**src/include/input_assign_pkg.sv**
```systemverilog
// constants, codes and register map of the input function assignment block
package input_assign_pkg;
  localparam int unsigned TERM_COUNT = 7;
  localparam int unsigned CODE_W     = 8;
  localparam int unsigned FN_COUNT   = 29;
  localparam int unsigned GP_COUNT   = 16;
  localparam int unsigned SEL_COUNT  = 4;

  typedef logic [CODE_W-1:0]   code_t;
  typedef logic [FN_COUNT-1:0] fvec_t;

  // assignment numbers
  localparam code_t CODE_UNUSED   = 8'h00;
  localparam code_t CODE_FWD      = 8'h01;
  localparam code_t CODE_REV      = 8'h02;
  localparam code_t CODE_STOPMODE = 8'h13;
  localparam code_t CODE_BRAKE    = 8'h14;
  localparam code_t CODE_EXTSTOP  = 8'h15;
  localparam code_t CODE_THERMAL  = 8'h16;
  localparam code_t CODE_ALMCLR   = 8'h18;
  localparam code_t CODE_PANEL    = 8'h1B;
  localparam code_t CODE_GP_FIRST = 8'h20;
  localparam code_t CODE_GP_LAST  = 8'h2F;
  localparam code_t CODE_OP_FIRST = 8'h30;
  localparam code_t CODE_OP_LAST  = 8'h33;
  localparam code_t CODE_TLDIS    = 8'h36;

  // bit positions in the internal function vector
  localparam int unsigned FN_FWD    = 0;
  localparam int unsigned FN_REV    = 1;
  localparam int unsigned FN_STOP   = 2;
  localparam int unsigned FN_BRAKE  = 3;
  localparam int unsigned FN_EXT    = 4;
  localparam int unsigned FN_TH     = 5;
  localparam int unsigned FN_ALM    = 6;
  localparam int unsigned FN_PANEL  = 7;
  localparam int unsigned FN_TLDIS  = 8;
  localparam int unsigned FN_OP0    = 9;
  localparam int unsigned FN_GP0    = 13;

  // reset assignment per terminal
  localparam code_t RST_SEL [TERM_COUNT] = '{CODE_FWD, CODE_REV, CODE_STOPMODE, CODE_OP_FIRST,
                                             CODE_ALMCLR, CODE_BRAKE, CODE_THERMAL};
  localparam logic [TERM_COUNT-1:0] RST_POLARITY = 7'h00;
  localparam fvec_t                 RST_NET      = 29'h0000_0000;

  // register byte offsets
  localparam logic [7:0] OFS_SEL0     = 8'h00;
  localparam logic [7:0] OFS_SEL_LAST = 8'h18;
  localparam logic [7:0] OFS_STRIDE   = 8'h04;
  localparam logic [7:0] OFS_POLARITY = 8'h1C;
  localparam logic [7:0] OFS_NET_CMD  = 8'h20;
  localparam logic [7:0] OFS_NET_EN   = 8'h24;
  localparam logic [7:0] OFS_TERM_ST  = 8'h28;
  localparam logic [7:0] OFS_FUNC_ST  = 8'h2C;

  localparam logic [1:0] RESP_OKAY   = 2'h0;
  localparam logic [1:0] RESP_SLVERR = 2'h2;
endpackage
```
**src/core/input_function_assignment.sv**
```systemverilog
// input terminal to function router with AXI4-Lite configuration registers
// Function
// - per-terminal function select, code 0 unused
// - reset defaults 1,2,19,48,24,20,22
// - code 1 drives forward run
// - code 2 drives reverse run
// - code 19 drives stop-style selector
// - code 20 drives brake release
// - codes 21,22 normally closed stop inputs
// - code 24 drives alarm clear
// - alarm clear acts on falling edge
// - code 27 normally closed panel lock release
// - codes 32-47 general bits 0-15
// - codes 48-51 operation select bits 0-3
// - code 54 normally closed torque limit disable
// - duplicate assignments combine by OR, except panel/torque inputs
// - unassigned panel/torque inputs held active
// - multi-source panel/torque inputs combine by AND
// - terminals and network both drive functions
// - per-terminal polarity, 1 inverts
`timescale 1ns/1ps
module input_function_assignment
  import input_assign_pkg::*;
(
  input  wire logic                                  aclk,
  input  wire logic                                  aresetn,
  input  wire logic [input_assign_pkg::TERM_COUNT-1:0] input_terminal,
  input  wire logic [7:0]                            s_axi_awaddr,
  input  wire logic                                  s_axi_awvalid,
  output logic                                       s_axi_awready,
  input  wire logic [31:0]                           s_axi_wdata,
  input  wire logic [3:0]                            s_axi_wstrb,
  input  wire logic                                  s_axi_wvalid,
  output logic                                       s_axi_wready,
  output logic [1:0]                                 s_axi_bresp,
  output logic                                       s_axi_bvalid,
  input  wire logic                                  s_axi_bready,
  input  wire logic [7:0]                            s_axi_araddr,
  input  wire logic                                  s_axi_arvalid,
  output logic                                       s_axi_arready,
  output logic [31:0]                                s_axi_rdata,
  output logic [1:0]                                 s_axi_rresp,
  output logic                                       s_axi_rvalid,
  input  wire logic                                  s_axi_rready,
  output logic                                       run_forward_cmd,
  output logic                                       run_reverse_cmd,
  output logic                                       stop_mode_sel,
  output logic                                       brake_release_cmd,
  output logic                                       external_fault_stop,
  output logic                                       thermal_stop_input,
  output logic                                       alarm_clear_pulse,
  output logic                                       panel_lock_release,
  output logic                                       torque_limit_disable,
  output logic [input_assign_pkg::SEL_COUNT-1:0]     op_select,
  output logic [input_assign_pkg::GP_COUNT-1:0]      general_bits
);
  import input_assign_pkg::*;

  // code to one-hot function vector; anything not listed maps to nothing
  function automatic fvec_t code_to_func(input code_t code);
    fvec_t v;
    v = '0;
    if (code == CODE_FWD)      v[FN_FWD]   = 1'b1;
    if (code == CODE_REV)      v[FN_REV]   = 1'b1;
    if (code == CODE_STOPMODE) v[FN_STOP]  = 1'b1;
    if (code == CODE_BRAKE)    v[FN_BRAKE] = 1'b1;
    if (code == CODE_EXTSTOP)  v[FN_EXT]   = 1'b1;
    if (code == CODE_THERMAL)  v[FN_TH]    = 1'b1;
    if (code == CODE_ALMCLR)   v[FN_ALM]   = 1'b1;
    if (code == CODE_PANEL)    v[FN_PANEL] = 1'b1;
    if (code == CODE_TLDIS)    v[FN_TLDIS] = 1'b1;
    if (code >= CODE_GP_FIRST && code <= CODE_GP_LAST)
      v[FN_GP0 + 32'(code - CODE_GP_FIRST)] = 1'b1;
    if (code >= CODE_OP_FIRST && code <= CODE_OP_LAST)
      v[FN_OP0 + 32'(code - CODE_OP_FIRST)] = 1'b1;
    return v; // code 0 and gaps give an empty vector
  endfunction

  // byte-lane merge for register writes
  function automatic logic [31:0] merge(input logic [31:0] old, input logic [31:0] nw, input logic [3:0] be);
    logic [31:0] r;
    r = old;
    for (int b = 0; b < 4; b++) begin
      if (be[b]) r[b*8 +: 8] = nw[b*8 +: 8];
    end
    return r;
  endfunction

  code_t                 func_sel_r [TERM_COUNT];
  logic [TERM_COUNT-1:0] polarity_r;
  fvec_t                 net_cmd_r;
  fvec_t                 net_en_r;
  logic [TERM_COUNT-1:0] sync1_r;
  logic [TERM_COUNT-1:0] sync2_r;
  logic [TERM_COUNT-1:0] term_on;
  fvec_t                 sel_vec [TERM_COUNT];
  fvec_t                 any_on;
  fvec_t                 any_off;
  fvec_t                 assigned;
  fvec_t                 func_state_r;
  logic                  alarm_level_r;
  logic                  aw_got_r;
  logic                  w_got_r;
  logic [7:0]            awaddr_r;
  logic [31:0]           wdata_r;
  logic [3:0]            wstrb_r;
  logic                  do_write;
  logic [31:0]           rd_word;
  logic                  rd_hit;
  logic                  wr_hit;

  // two-stage synchroniser on the raw pins
  always_ff @(posedge aclk) begin
    if (!aresetn) begin
      sync1_r <= '0;
      sync2_r <= '0;
    end else begin
      sync1_r <= input_terminal;
      sync2_r <= sync1_r;
    end
  end

  // per terminal: contact sense and decoded function
  genvar t;
  generate
    for (t = 0; t < TERM_COUNT; t++) begin : g_term
      assign term_on[t] = sync2_r[t] ^ polarity_r[t];
      assign sel_vec[t] = code_to_func(func_sel_r[t]);
    end
  endgenerate

  // gather every source per function; network counts as one more source
  always_comb begin
    any_on   = net_en_r & net_cmd_r;
    any_off  = net_en_r & ~net_cmd_r;
    assigned = net_en_r;
    for (int i = 0; i < TERM_COUNT; i++) begin
      any_on   = any_on | (sel_vec[i] & {FN_COUNT{term_on[i]}});
      any_off  = any_off | (sel_vec[i] & {FN_COUNT{~term_on[i]}});
      assigned = assigned | sel_vec[i];
    end
  end

  // resolved function levels, refreshed every cycle
  always_ff @(posedge aclk) begin
    if (!aresetn) begin
      func_state_r <= '0;
    end else begin
      func_state_r           <= any_on;
      // stop inputs: any opened contact requests the stop
      func_state_r[FN_EXT]   <= any_off[FN_EXT];
      func_state_r[FN_TH]    <= any_off[FN_TH];
      // all sources must be on; no source at all means held on
      func_state_r[FN_PANEL] <= ~assigned[FN_PANEL] | ~any_off[FN_PANEL];
      func_state_r[FN_TLDIS] <= ~assigned[FN_TLDIS] | ~any_off[FN_TLDIS];
    end
  end

  // alarm clear fires when the resolved level goes from on to off
  always_ff @(posedge aclk) begin
    if (!aresetn) begin
      alarm_level_r     <= 1'b0;
      alarm_clear_pulse <= 1'b0;
    end else begin
      alarm_level_r     <= func_state_r[FN_ALM];
      alarm_clear_pulse <= alarm_level_r & ~func_state_r[FN_ALM];
    end
  end

  // function outputs straight from the resolved register
  assign run_forward_cmd      = func_state_r[FN_FWD];
  assign run_reverse_cmd      = func_state_r[FN_REV];
  assign stop_mode_sel        = func_state_r[FN_STOP];
  assign brake_release_cmd    = func_state_r[FN_BRAKE];
  assign external_fault_stop  = func_state_r[FN_EXT];
  assign thermal_stop_input   = func_state_r[FN_TH];
  assign panel_lock_release   = func_state_r[FN_PANEL];
  assign torque_limit_disable = func_state_r[FN_TLDIS];
  assign op_select            = func_state_r[FN_OP0 +: SEL_COUNT];
  assign general_bits         = func_state_r[FN_GP0 +: GP_COUNT];

  // write channel capture: address and data may arrive in either order
  assign s_axi_awready = !aw_got_r && !s_axi_bvalid;
  assign s_axi_wready  = !w_got_r && !s_axi_bvalid;
  assign do_write      = aw_got_r && w_got_r && !s_axi_bvalid;

  always_ff @(posedge aclk) begin
    if (!aresetn) begin
      aw_got_r <= 1'b0;
      w_got_r  <= 1'b0;
      awaddr_r <= '0;
      wdata_r  <= '0;
      wstrb_r  <= '0;
    end else begin
      if (s_axi_awvalid && s_axi_awready) begin
        aw_got_r <= 1'b1;
        awaddr_r <= s_axi_awaddr;
      end
      if (s_axi_wvalid && s_axi_wready) begin
        w_got_r <= 1'b1;
        wdata_r <= s_axi_wdata;
        wstrb_r <= s_axi_wstrb;
      end
      if (do_write) begin
        aw_got_r <= 1'b0;
        w_got_r  <= 1'b0;
      end
    end
  end

  // address map check, shared by both directions
  function automatic logic addr_ok(input logic [7:0] a, input logic writable);
    return (a[1:0] == 2'h0) && ((a <= OFS_NET_EN) || (!writable && a <= OFS_FUNC_ST));
  endfunction

  // byte address of one terminal's select word; shared by write decode and read mux
  function automatic logic [7:0] sel_addr(input int idx);
    return OFS_SEL0 + 8'(idx * OFS_STRIDE);
  endfunction

  assign wr_hit = addr_ok(awaddr_r, 1'b1);

  // function select words; status words are read-only and never written here
  always_ff @(posedge aclk) begin
    if (!aresetn) begin
      for (int i = 0; i < TERM_COUNT; i++) begin
        func_sel_r[i] <= RST_SEL[i];
      end
    end else if (do_write && wr_hit) begin
      for (int i = 0; i < TERM_COUNT; i++) begin
        if (awaddr_r == sel_addr(i))
          func_sel_r[i] <= CODE_W'(merge({24'h0, func_sel_r[i]}, wdata_r, wstrb_r));
      end
    end
  end

  // contact sense per terminal, applied before decoding
  always_ff @(posedge aclk) begin
    if (!aresetn) begin
      polarity_r <= RST_POLARITY;
    end else if (do_write && wr_hit && awaddr_r == OFS_POLARITY) begin
      polarity_r <= TERM_COUNT'(merge({25'h0, polarity_r}, wdata_r, wstrb_r));
    end
  end

  // network levels and the mask of functions the network takes part in
  always_ff @(posedge aclk) begin
    if (!aresetn) begin
      net_cmd_r <= RST_NET;
      net_en_r  <= RST_NET;
    end else if (do_write && wr_hit) begin
      if (awaddr_r == OFS_NET_CMD)
        net_cmd_r <= FN_COUNT'(merge({3'h0, net_cmd_r}, wdata_r, wstrb_r));
      if (awaddr_r == OFS_NET_EN)
        net_en_r <= FN_COUNT'(merge({3'h0, net_en_r}, wdata_r, wstrb_r));
    end
  end

  // write response one cycle after both halves are held
  always_ff @(posedge aclk) begin
    if (!aresetn) begin
      s_axi_bvalid <= 1'b0;
      s_axi_bresp  <= RESP_OKAY;
    end else if (do_write) begin
      s_axi_bvalid <= 1'b1;
      s_axi_bresp  <= wr_hit ? RESP_OKAY : RESP_SLVERR;
    end else if (s_axi_bready) begin
      s_axi_bvalid <= 1'b0;
    end
  end

  // read mux
  always_comb begin
    rd_word = 32'h0000_0000;
    rd_hit  = addr_ok(s_axi_araddr, 1'b0);
    for (int i = 0; i < TERM_COUNT; i++) begin
      if (s_axi_araddr == sel_addr(i)) rd_word = {24'h0, func_sel_r[i]};
    end
    if (s_axi_araddr == OFS_POLARITY) rd_word = {25'h0, polarity_r};
    if (s_axi_araddr == OFS_NET_CMD)  rd_word = {3'h0, net_cmd_r};
    if (s_axi_araddr == OFS_NET_EN)   rd_word = {3'h0, net_en_r};
    if (s_axi_araddr == OFS_TERM_ST)  rd_word = {25'h0, term_on};
    if (s_axi_araddr == OFS_FUNC_ST)  rd_word = {3'h0, func_state_r};
  end

  // one read at a time; rdata held until taken
  assign s_axi_arready = !s_axi_rvalid;

  always_ff @(posedge aclk) begin
    if (!aresetn) begin
      s_axi_rvalid <= 1'b0;
      s_axi_rdata  <= '0;
      s_axi_rresp  <= RESP_OKAY;
    end else if (s_axi_arvalid && s_axi_arready) begin
      s_axi_rvalid <= 1'b1;
      s_axi_rdata  <= rd_hit ? rd_word : 32'h0000_0000;
      s_axi_rresp  <= rd_hit ? RESP_OKAY : RESP_SLVERR;
    end else if (s_axi_rready) begin
      s_axi_rvalid <= 1'b0;
    end
  end

endmodule // input_function_assignment

```
**config.mk**
```make
export PLATFORM = sky130hd
export DESIGN_NAME = input_function_assignment
export DESIGN_NICKNAME = d
export VERILOG_FILES = /design/src/include/input_assign_pkg.sv /design/src/core/input_function_assignment.sv
export SDC_FILE = /design/constraint.sdc
export NUM_CORES = 1
export LEC_CHECK = 0
export ABC_AREA = 1
export BUFFER_PORTS_ARGS = -buffer_cell sky130_fd_sc_hd__buf_4
export CAP_MARGIN = 20
export CORE_MARGIN = 1.5
export CORE_UTILIZATION = 62
export DETAILED_ROUTE_END_ITERATION = 10
export GPL_TIMING_DRIVEN = 0
export PLACE_DENSITY = 0.91
export REMOVE_ABC_BUFFERS = 1
export SLEW_MARGIN = 20
export SYNTH_ARGS = -nofsm -noshare
export SYNTH_HDL_FRONTEND = slang
export SYNTH_SLANG_ARGS = --single-unit
export TNS_END_PERCENT = 10
```
**constraint.sdc**
```tcl
create_clock -name aclk -period 2.8 [get_ports aclk]
set_input_delay 0.56 -clock aclk [delete_from_list [all_inputs] [get_ports aclk]]
set_output_delay 0.56 -clock aclk [all_outputs]
set_load 0.02 [all_outputs]
```
==> results of run 1 <==
## cell type report
cell class,instances,area (um^2),area share (%)
Multi-Input combinational cell,1983,9890,51.8
Clock buffer,41,782,4.09
Sequential cell,242,5410,28.3
Tap cell,341,427,2.23
Inverter,353,1340,6.99
Clock inverter,5,35.0,0.183
Timing Repair Buffer,157,1220,6.41
## flip-flops by register name, indices dropped and copies added, names as in the netlist, 4 cells and up
signal	flops
wdata_r	29
polarity_r	7
net_cmd_r	29
awaddr_r	8
wstrb_r	4
sync1_r	7
net_en_r	29
sync2_r	7
func_sel_r	56
func_state_r	29
s_axi_rdata	29
## worst reg2reg max path, delay by kind of cell, from the launching register on
family | cells | cell delay (ns)
simple gates | 6 | 1.42
flops | 1 | 0.31
buf+inv | 2 | 0.34
compound gates | 2 | 0.58
## cell families after synthesis
kind of cell | count (synthesis) | share of synthesized area [%]
AO/OA/AOI/OAI | 444 | 14.4
XOR/XNOR | 8 | 0.463
adder cells (fa/ha/maj) | 53 | 3.96
buffers and inverters | 439 | 10.6
flip-flops | 242 | 32.2
other | 1 | 0.0224
AND/OR/NAND/NOR | 1472 | 38.3
## cell usage after synthesis, drive strengths merged
| cell | number | area, um^2 |
|---|---|---|
| nand2 | 773 | 3000 |
| nor2 | 382 | 1620 |
| inv | 348 | 1310 |
| o21ai | 213 | 1070 |
| nand3 | 194 | 1010 |
| dfxtp | 186 | 3720 |
| a21oi | 172 | 861 |
| edfxtp | 56 | 1680 |
| ha | 53 | 663 |
| buf | 46 | 303 |
| nand4 | 45 | 300 |
| clkbuf | 40 | 150 |
| nor3 | 39 | 233 |
| o221ai | 22 | 193 |
| o22ai | 19 | 138 |
| nand3b | 16 | 120 |
| or2 | 12 | 75.1 |
| o211ai | 7 | 52.6 |
| nor4 | 6 | 37.5 |
| clkinv | 5 | 20.0 |
| xor2 | 5 | 51.3 |
| and2 | 4 | 27.5 |
| xnor2 | 3 | 26.3 |
| a21o | 2 | 15.0 |
| a22oi | 2 | 15.0 |
| o2111ai | 2 | 17.5 |
| a2111oi | 1 | 8.76 |
| a32oi | 1 | 8.76 |
| and3 | 1 | 6.26 |
| conb | 1 | 3.75 |
| o21a | 1 | 7.51 |
| o21bai | 1 | 11.3 |
| o31ai | 1 | 7.51 |
## layer usage
| metal | wire (um) | share of wire, % | vias to the layer above |
|---|---|---|---|
| li1 | - | - | 8791 |
| met1 | 24900 | 37 | 8834 |
| met2 | 28800 | 43 | 1535 |
| met3 | 8640 | 13 | 381 |
| met4 | 5090 | 7.5 | 0 |
| met5 | 0 | 0 | - |
## power breakdown
part | total (mW) | switching, mW | leakage (nW) | internal (mW)
Clock | 3.34 | 1.43 | 0.407 | 1.91
Combinational | 1.15 | 0.813 | 6.01 | 0.340
Sequential | 3.81 | 0.132 | 2.05 | 3.68
## worst max-delay path by stage
stage,start,endpoint,slack (ns),depth (start not counted)
2_1_floorplan,s_axi_rvalid,s_axi_rdata[0],-0.09,7
3_3_place_gp,aresetn,func_sel_r[3][4],-2.54,7
3_5_place_dp,aresetn,func_sel_r[3][4],-1.13,7
4_1_cts,func_sel_r[0][5],func_state_r[21],-0.05,12
5_1_grt,s_axi_araddr[6],s_axi_rdata[3],-0.07,12
6_report,awaddr_r[6],net_cmd_r[16],-0.01,10
## stage by stage
step           setup WS, ns  instances  utilization, %  area (um^2)
6_report            -0.0122       3122            71.5        19100
3_5_place_dp          -1.13       3048            66.5        17800
4_1_cts             -0.0471       3100            70.0        18700
2_1_floorplan       -0.0865       2577               -        16300
3_3_place_gp          -2.54       3045            66.3        17700
5_1_grt             -0.0682       3122            71.5        19100
## what timing repair did
| item | in CTS | in global routing |
|---|---|---|
| gates cloned | 0 | 1 |
| setup buffers | 6 | 21 |
| endpoints found under the setup margin | 69 | 79 |
| pin swaps | 1 | 7 |
| resized for setup | 26 | 61 |
==> results.cfg, run 1 <==
[grt]
antenna_found_initial = 0
grt_overflow = 0
met3_usage_pct = 10.8
grt_start_max_net_pins = 145
grt_use_total_pct = 45.9
grt_use_met1_pct = 59.2
grt_util_met2_pct = 69.9
first_global_vias = 17600
busiest_layer = met2
grt_pass1_wl_mm = 99.0

[synthesis]
synth-seq-area-share_pct = 32.2
synth_area_um2 = 16800
ys.warnings.count = 0
postSynthAreaPerCell_um2 = 6.30
synth.distinct_cells = 54
ys_ff_latch = 242
netlist_instances = 2659

[run_status]
status = finished with violations
violations = setup timing

[worst_setup_path]
crit_top_cell = nand2_1
worstPathRequired_ns = 3.19
path_max_fanout = 16
rrSetupSlack_ns = -0.01
crit_buf_inv = 2
arrival_ns = 3.20
critPathSlowestCell = nand3_1
r2r-end = net_cmd_r[16]
cp-start-kind = flop
worstSetupPathType = flop to flop
critPathTopFamily = simple AND/OR/NAND/NOR gates
crit_path_cell_trace = nor2_1 > inv_1 > nor3_1 > nand2_1 > nand2_1 > nand3_2 > clkinv_2 > nand3_1 > o21ai_0 > a21oi_1
reg2reg_depth = 10
reg2reg_from = awaddr_r[6]
slowest_delay_ns = 0.53
cp-end-kind = flop

[sta]
slew_headroom_pct = 22.5
setup_viol_count_final = 2
hold_slack_ns = 0.194
fmax_mhz = 356
rsz0062_at_grt = true
drv_slew = 0
fin_crit_sh_pct = 100
timing.setup.tns_ns = -0.0167
final.setup.worst_slack_ns = -0.0122
fin_crit_ns = 2.81
finClkSkew_ns = 0.0165
hold_viol = 0
max_slew.worst_pin.slew_ns = 1.16

[drt]
wire_per_inst_um = 21.6
vias_per_cell = 6.26
ant_nets = 0
drt-total-wl_mm = 67.4
drt_pass1_iterations = 7
dr.first_iter.drc_count = 3180
vias = 19500
route.detailed.drc = 0

[floorplan]
num_rows = 60
dieArea_um2 = 28000
io_pins = 136
core_area_um2 = 26700
die_width_um = 167
die_h_um = 167
initial_core_util_pct = 62.7

[cells_and_area]
layout-drive-gt1-share_pct = 14.5
fillCellCount = 2166
mostFrequentLayoutCell = nand2_1
diodes = 0
layout_common_cells = nand2_1 (728), nor2_1 (332), inv_1 (309)
layout.nets = 2881
area_delta_synth_final_pct = 13.9

[clock_network]
cts_tree = done
ctsRootBufferMaster = clkbuf_16
cts_hold_buf = 0
clkTransAtPathRegs_ns = 0.07
cts.htree.levels = 1
clockBufferDepth = 3
tritoncts.num_buffers = 25
cts_sinks = 242
clock_latency_ns = 0.54

[pwr]
peakVddDrop_v = 0.000656
p_leak_nw = 8.46
power_mw = 8.30
p_per_area_nw_per_um2 = 435

[place]
port_buffers = 127
gp_congestion = 1.06
hpwl_mm = 49.9

[worst_hold_path]
min_path_cells = 3
hold_path_end = sync1_r[3]
hold_path.class = primary input to flop
hp-start = input_terminal[3]

[run]
cap_violations = 0
Power figures use the tool's default switching activity.
==> run 2, diff against run 1 <==
ABC_AREA = not set   (was 1)
CORE_UTILIZATION = 61   (was 62)
==> run 2 against run 1 <==
Against the previous run:
- the flow still finishes with violations (setup timing)
- worst setup slack worse by 0.33 ns
- register-to-register slack worse by 0.33 ns
- die area down 9.3%
- first-iteration DRC count down 2.0%
- global-route usage up 4.3 points
- sequential cell count unchanged
- non-clock buffer count up 56
- wire length up 1.4%
- clock-buffer cell count down 5
- combinational power down 17%
- clock skew down 0.00083 ns
- critical path type unchanged
- highest routed layer unchanged
==> results.cfg, run 2 <==
[run_status]
status = finished with violations
violations = setup timing

[grt]
grt_use_total_pct = 50.2
grt_start_max_net_pins = 72
grt_util_met2_pct = 77.2
grt_overflow = 0
grt_use_met1_pct = 61.7
antenna_found_initial = 1
grt_pass1_wl_mm = 96.9
busiest_layer = met2
first_global_vias = 15800
met3_usage_pct = 12.5

[worst_setup_path]
slowest_delay_ns = 0.47
critPathSlowestCell = or4_4
rrSetupSlack_ns = -0.34
crit_path_cell_trace = inv_2 > ha_4 > ha_4 > inv_1 > a2111oi_2 > o2111ai_2 > buf_4 > nor4_1 > o21bai_1 > or4_4 > nand3_1 > o31a_1
arrival_ns = 3.63
cp-start-kind = flop
path_max_fanout = 6
cp-end-kind = flop
worstPathRequired_ns = 3.29
crit_top_cell = ha_4
worstSetupPathType = flop to flop

[place]
port_buffers = 127
gp_congestion = 1.14
dpl_cell_area_um2 = 15800
hpwl_mm = 45.5

[floorplan]
die_h_um = 159
io_pins = 136
die_width_um = 159
dieArea_um2 = 25400
num_rows = 57
initial_core_util_pct = 61.8
core_area_um2 = 24200

[sta]
fin_crit_ns = 3.14
hold_viol = 0
hold_slack_ns = 0.210
fmax_mhz = 319
timing.setup.tns_ns = -7.80
rsz0062_at_grt = true
max_slew.worst_pin.slew_ns = 1.23
final.setup.worst_slack_ns = -0.339
finClkSkew_ns = 0.0156
slew_headroom_pct = 17.7
setup_viol_count_final = 69
fin_crit_sh_pct = 112
drv_slew = 0

[pwr]
p_per_area_nw_per_um2 = 456
peakVddDrop_v = 0.000566
p_leak_nw = 6.31

[synthesis]
synth.distinct_cells = 89
postSynthAreaPerCell_um2 = 7.97
ys.warnings.count = 0
netlist_top_cells_count = nand2_1 (252), nor2_1 (222), dfxtp_1 (186), a21oi_1 (128), nand3_1 (100)
synth.most_common_cell = nand2_1
synth-seq-area-share_pct = 36.2
synthArstFlopShare_pct = 0
synth-main-ff-cell = dfxtp_1
synthTopCellsByArea = dfxtp_1 (25%), edfxtp_1 (11%), nand2_1 (6.3%), nor2_1 (5.6%), ha_1 (4.4%)
synth-edff-count = 56
synth_top_area_share_pct = 24.9
synth.largest_area_cell = dfxtp_1
synth_area_um2 = 14900
ys_ff_latch = 242
netlist_instances = 1873

[cells_and_area]
multi_input_area_um2 = 9400
layout.nets = 2109
area_delta_synth_final_pct = 19.6
mostFrequentLayoutCell = nand2_1
layout_common_cells = nand2_1 (246), buf_4 (205), nor2_1 (201)
final_util_pct = 73.8
register_area_um2 = 5410
top_register = func_sel_r
fin_area_um2 = 17900
largest_register_ffs = 56
fillCellCount = 1634
layout-drive-gt1-share_pct = 19.7

[clock_network]
cts_sinks = 242
cts_tree = done
tritoncts.num_buffers = 25
clockBufferDepth = 3
clkTransAtPathRegs_ns = 0.07
clock_latency_ns = 0.56
cts.htree.levels = 1
ctsRootBufferMaster = clkbuf_16

[drt]
route.detailed.drc = 0
ant_nets = 0
wire_per_inst_um = 29.3
dr.first_iter.drc_count = 3117
drt_pass1_iterations = 11
vias = 17100
drt-total-wl_mm = 68.4
vias_per_cell = 7.34

[worst_hold_path]
hold_path.class = primary input to flop

[run]
cap_violations = 0
[run 2: cell type report]
cell class / count / area share, %
antenna: 1 / 0.0140
tap: 324 / 2.27
clock inverter: 10 / 0.371
inverter: 44 / 1.01
sequential: 242 / 30.3
clock buffer: 36 / 4.14
timing repair buffer: 213 / 9.24
multi-input combinational: 1465 / 52.7
[run 2: metrics by stage]
step | total power [mW] | setup WS [ns] | std cells
5_1_grt | 8.27 | -0.438 | 2334
3_3_place_gp | 4.60 | -4.26 | 2202
2_1_floorplan | 4.27 | -1.55 | 1751
4_1_cts | 7.92 | -0.194 | 2300
6_report | 8.15 | -0.339 | 2335
3_5_place_dp | 4.63 | -0.978 | 2207
[run 2: path summary, 6_finish.rpt]
check,start,end,depth (start not counted)
max,func_sel_r[4][5],func_state_r[13],12
min,input_terminal[6],sync1_r[6],2
max reg2reg,func_sel_r[4][5],func_state_r[13],12
min reg2reg,alarm_level_r,alarm_clear_pulse,2
[run 2: power by group]
group | switching (mW) | internal, mW | leakage [nW]
logic | 0.624 | 0.332 | 3.86
registers | 0.174 | 3.66 | 2.05
clock network | 1.51 | 1.85 | 0.398
total | 2.31 | 5.83 | 6.31
[run 2: routing by layer]
layer	up-vias	routed length, um
li1	7068	-
met3	465	9830
met2	1616	29000
met1	7997	23200
met4	0	6360
met5	-	0
[run 2: critical path, delay by kind of cell, from the launching register on]
kind | cells | cell delay [ns]
adder cells (fa/ha/maj) | 2 | 0.51
AND/OR/NAND/NOR | 3 | 0.82
AO/OA/AOI/OAI | 4 | 0.89
flip-flops | 1 | 0.46
buffers and inverters | 3 | 0.40
[run 2: kinds of logic (layout without fill, tap and decap cells)]
kind of cell	count (synthesis)	in the layout	synth area share (%)
and+or+nand+nor	899	899	29.3
AOI/OAI and AO/OA	442	442	20.6
DFF	242	242	36.2
buffers and inverters	170	303	5.29
adders and majority gates	52	52	4.36
muxes	42	42	2.84
xor gates and xnor gates	25	25	1.47
other	1	6	0.0251
[run 2: what timing repair did]
item                       4_1_cts  5_1_grt
buffers inserted                47       33
resized for setup               74       71
pin swaps                       13       31
hold buffers                     0        0
setup endpoints to repair      103       88
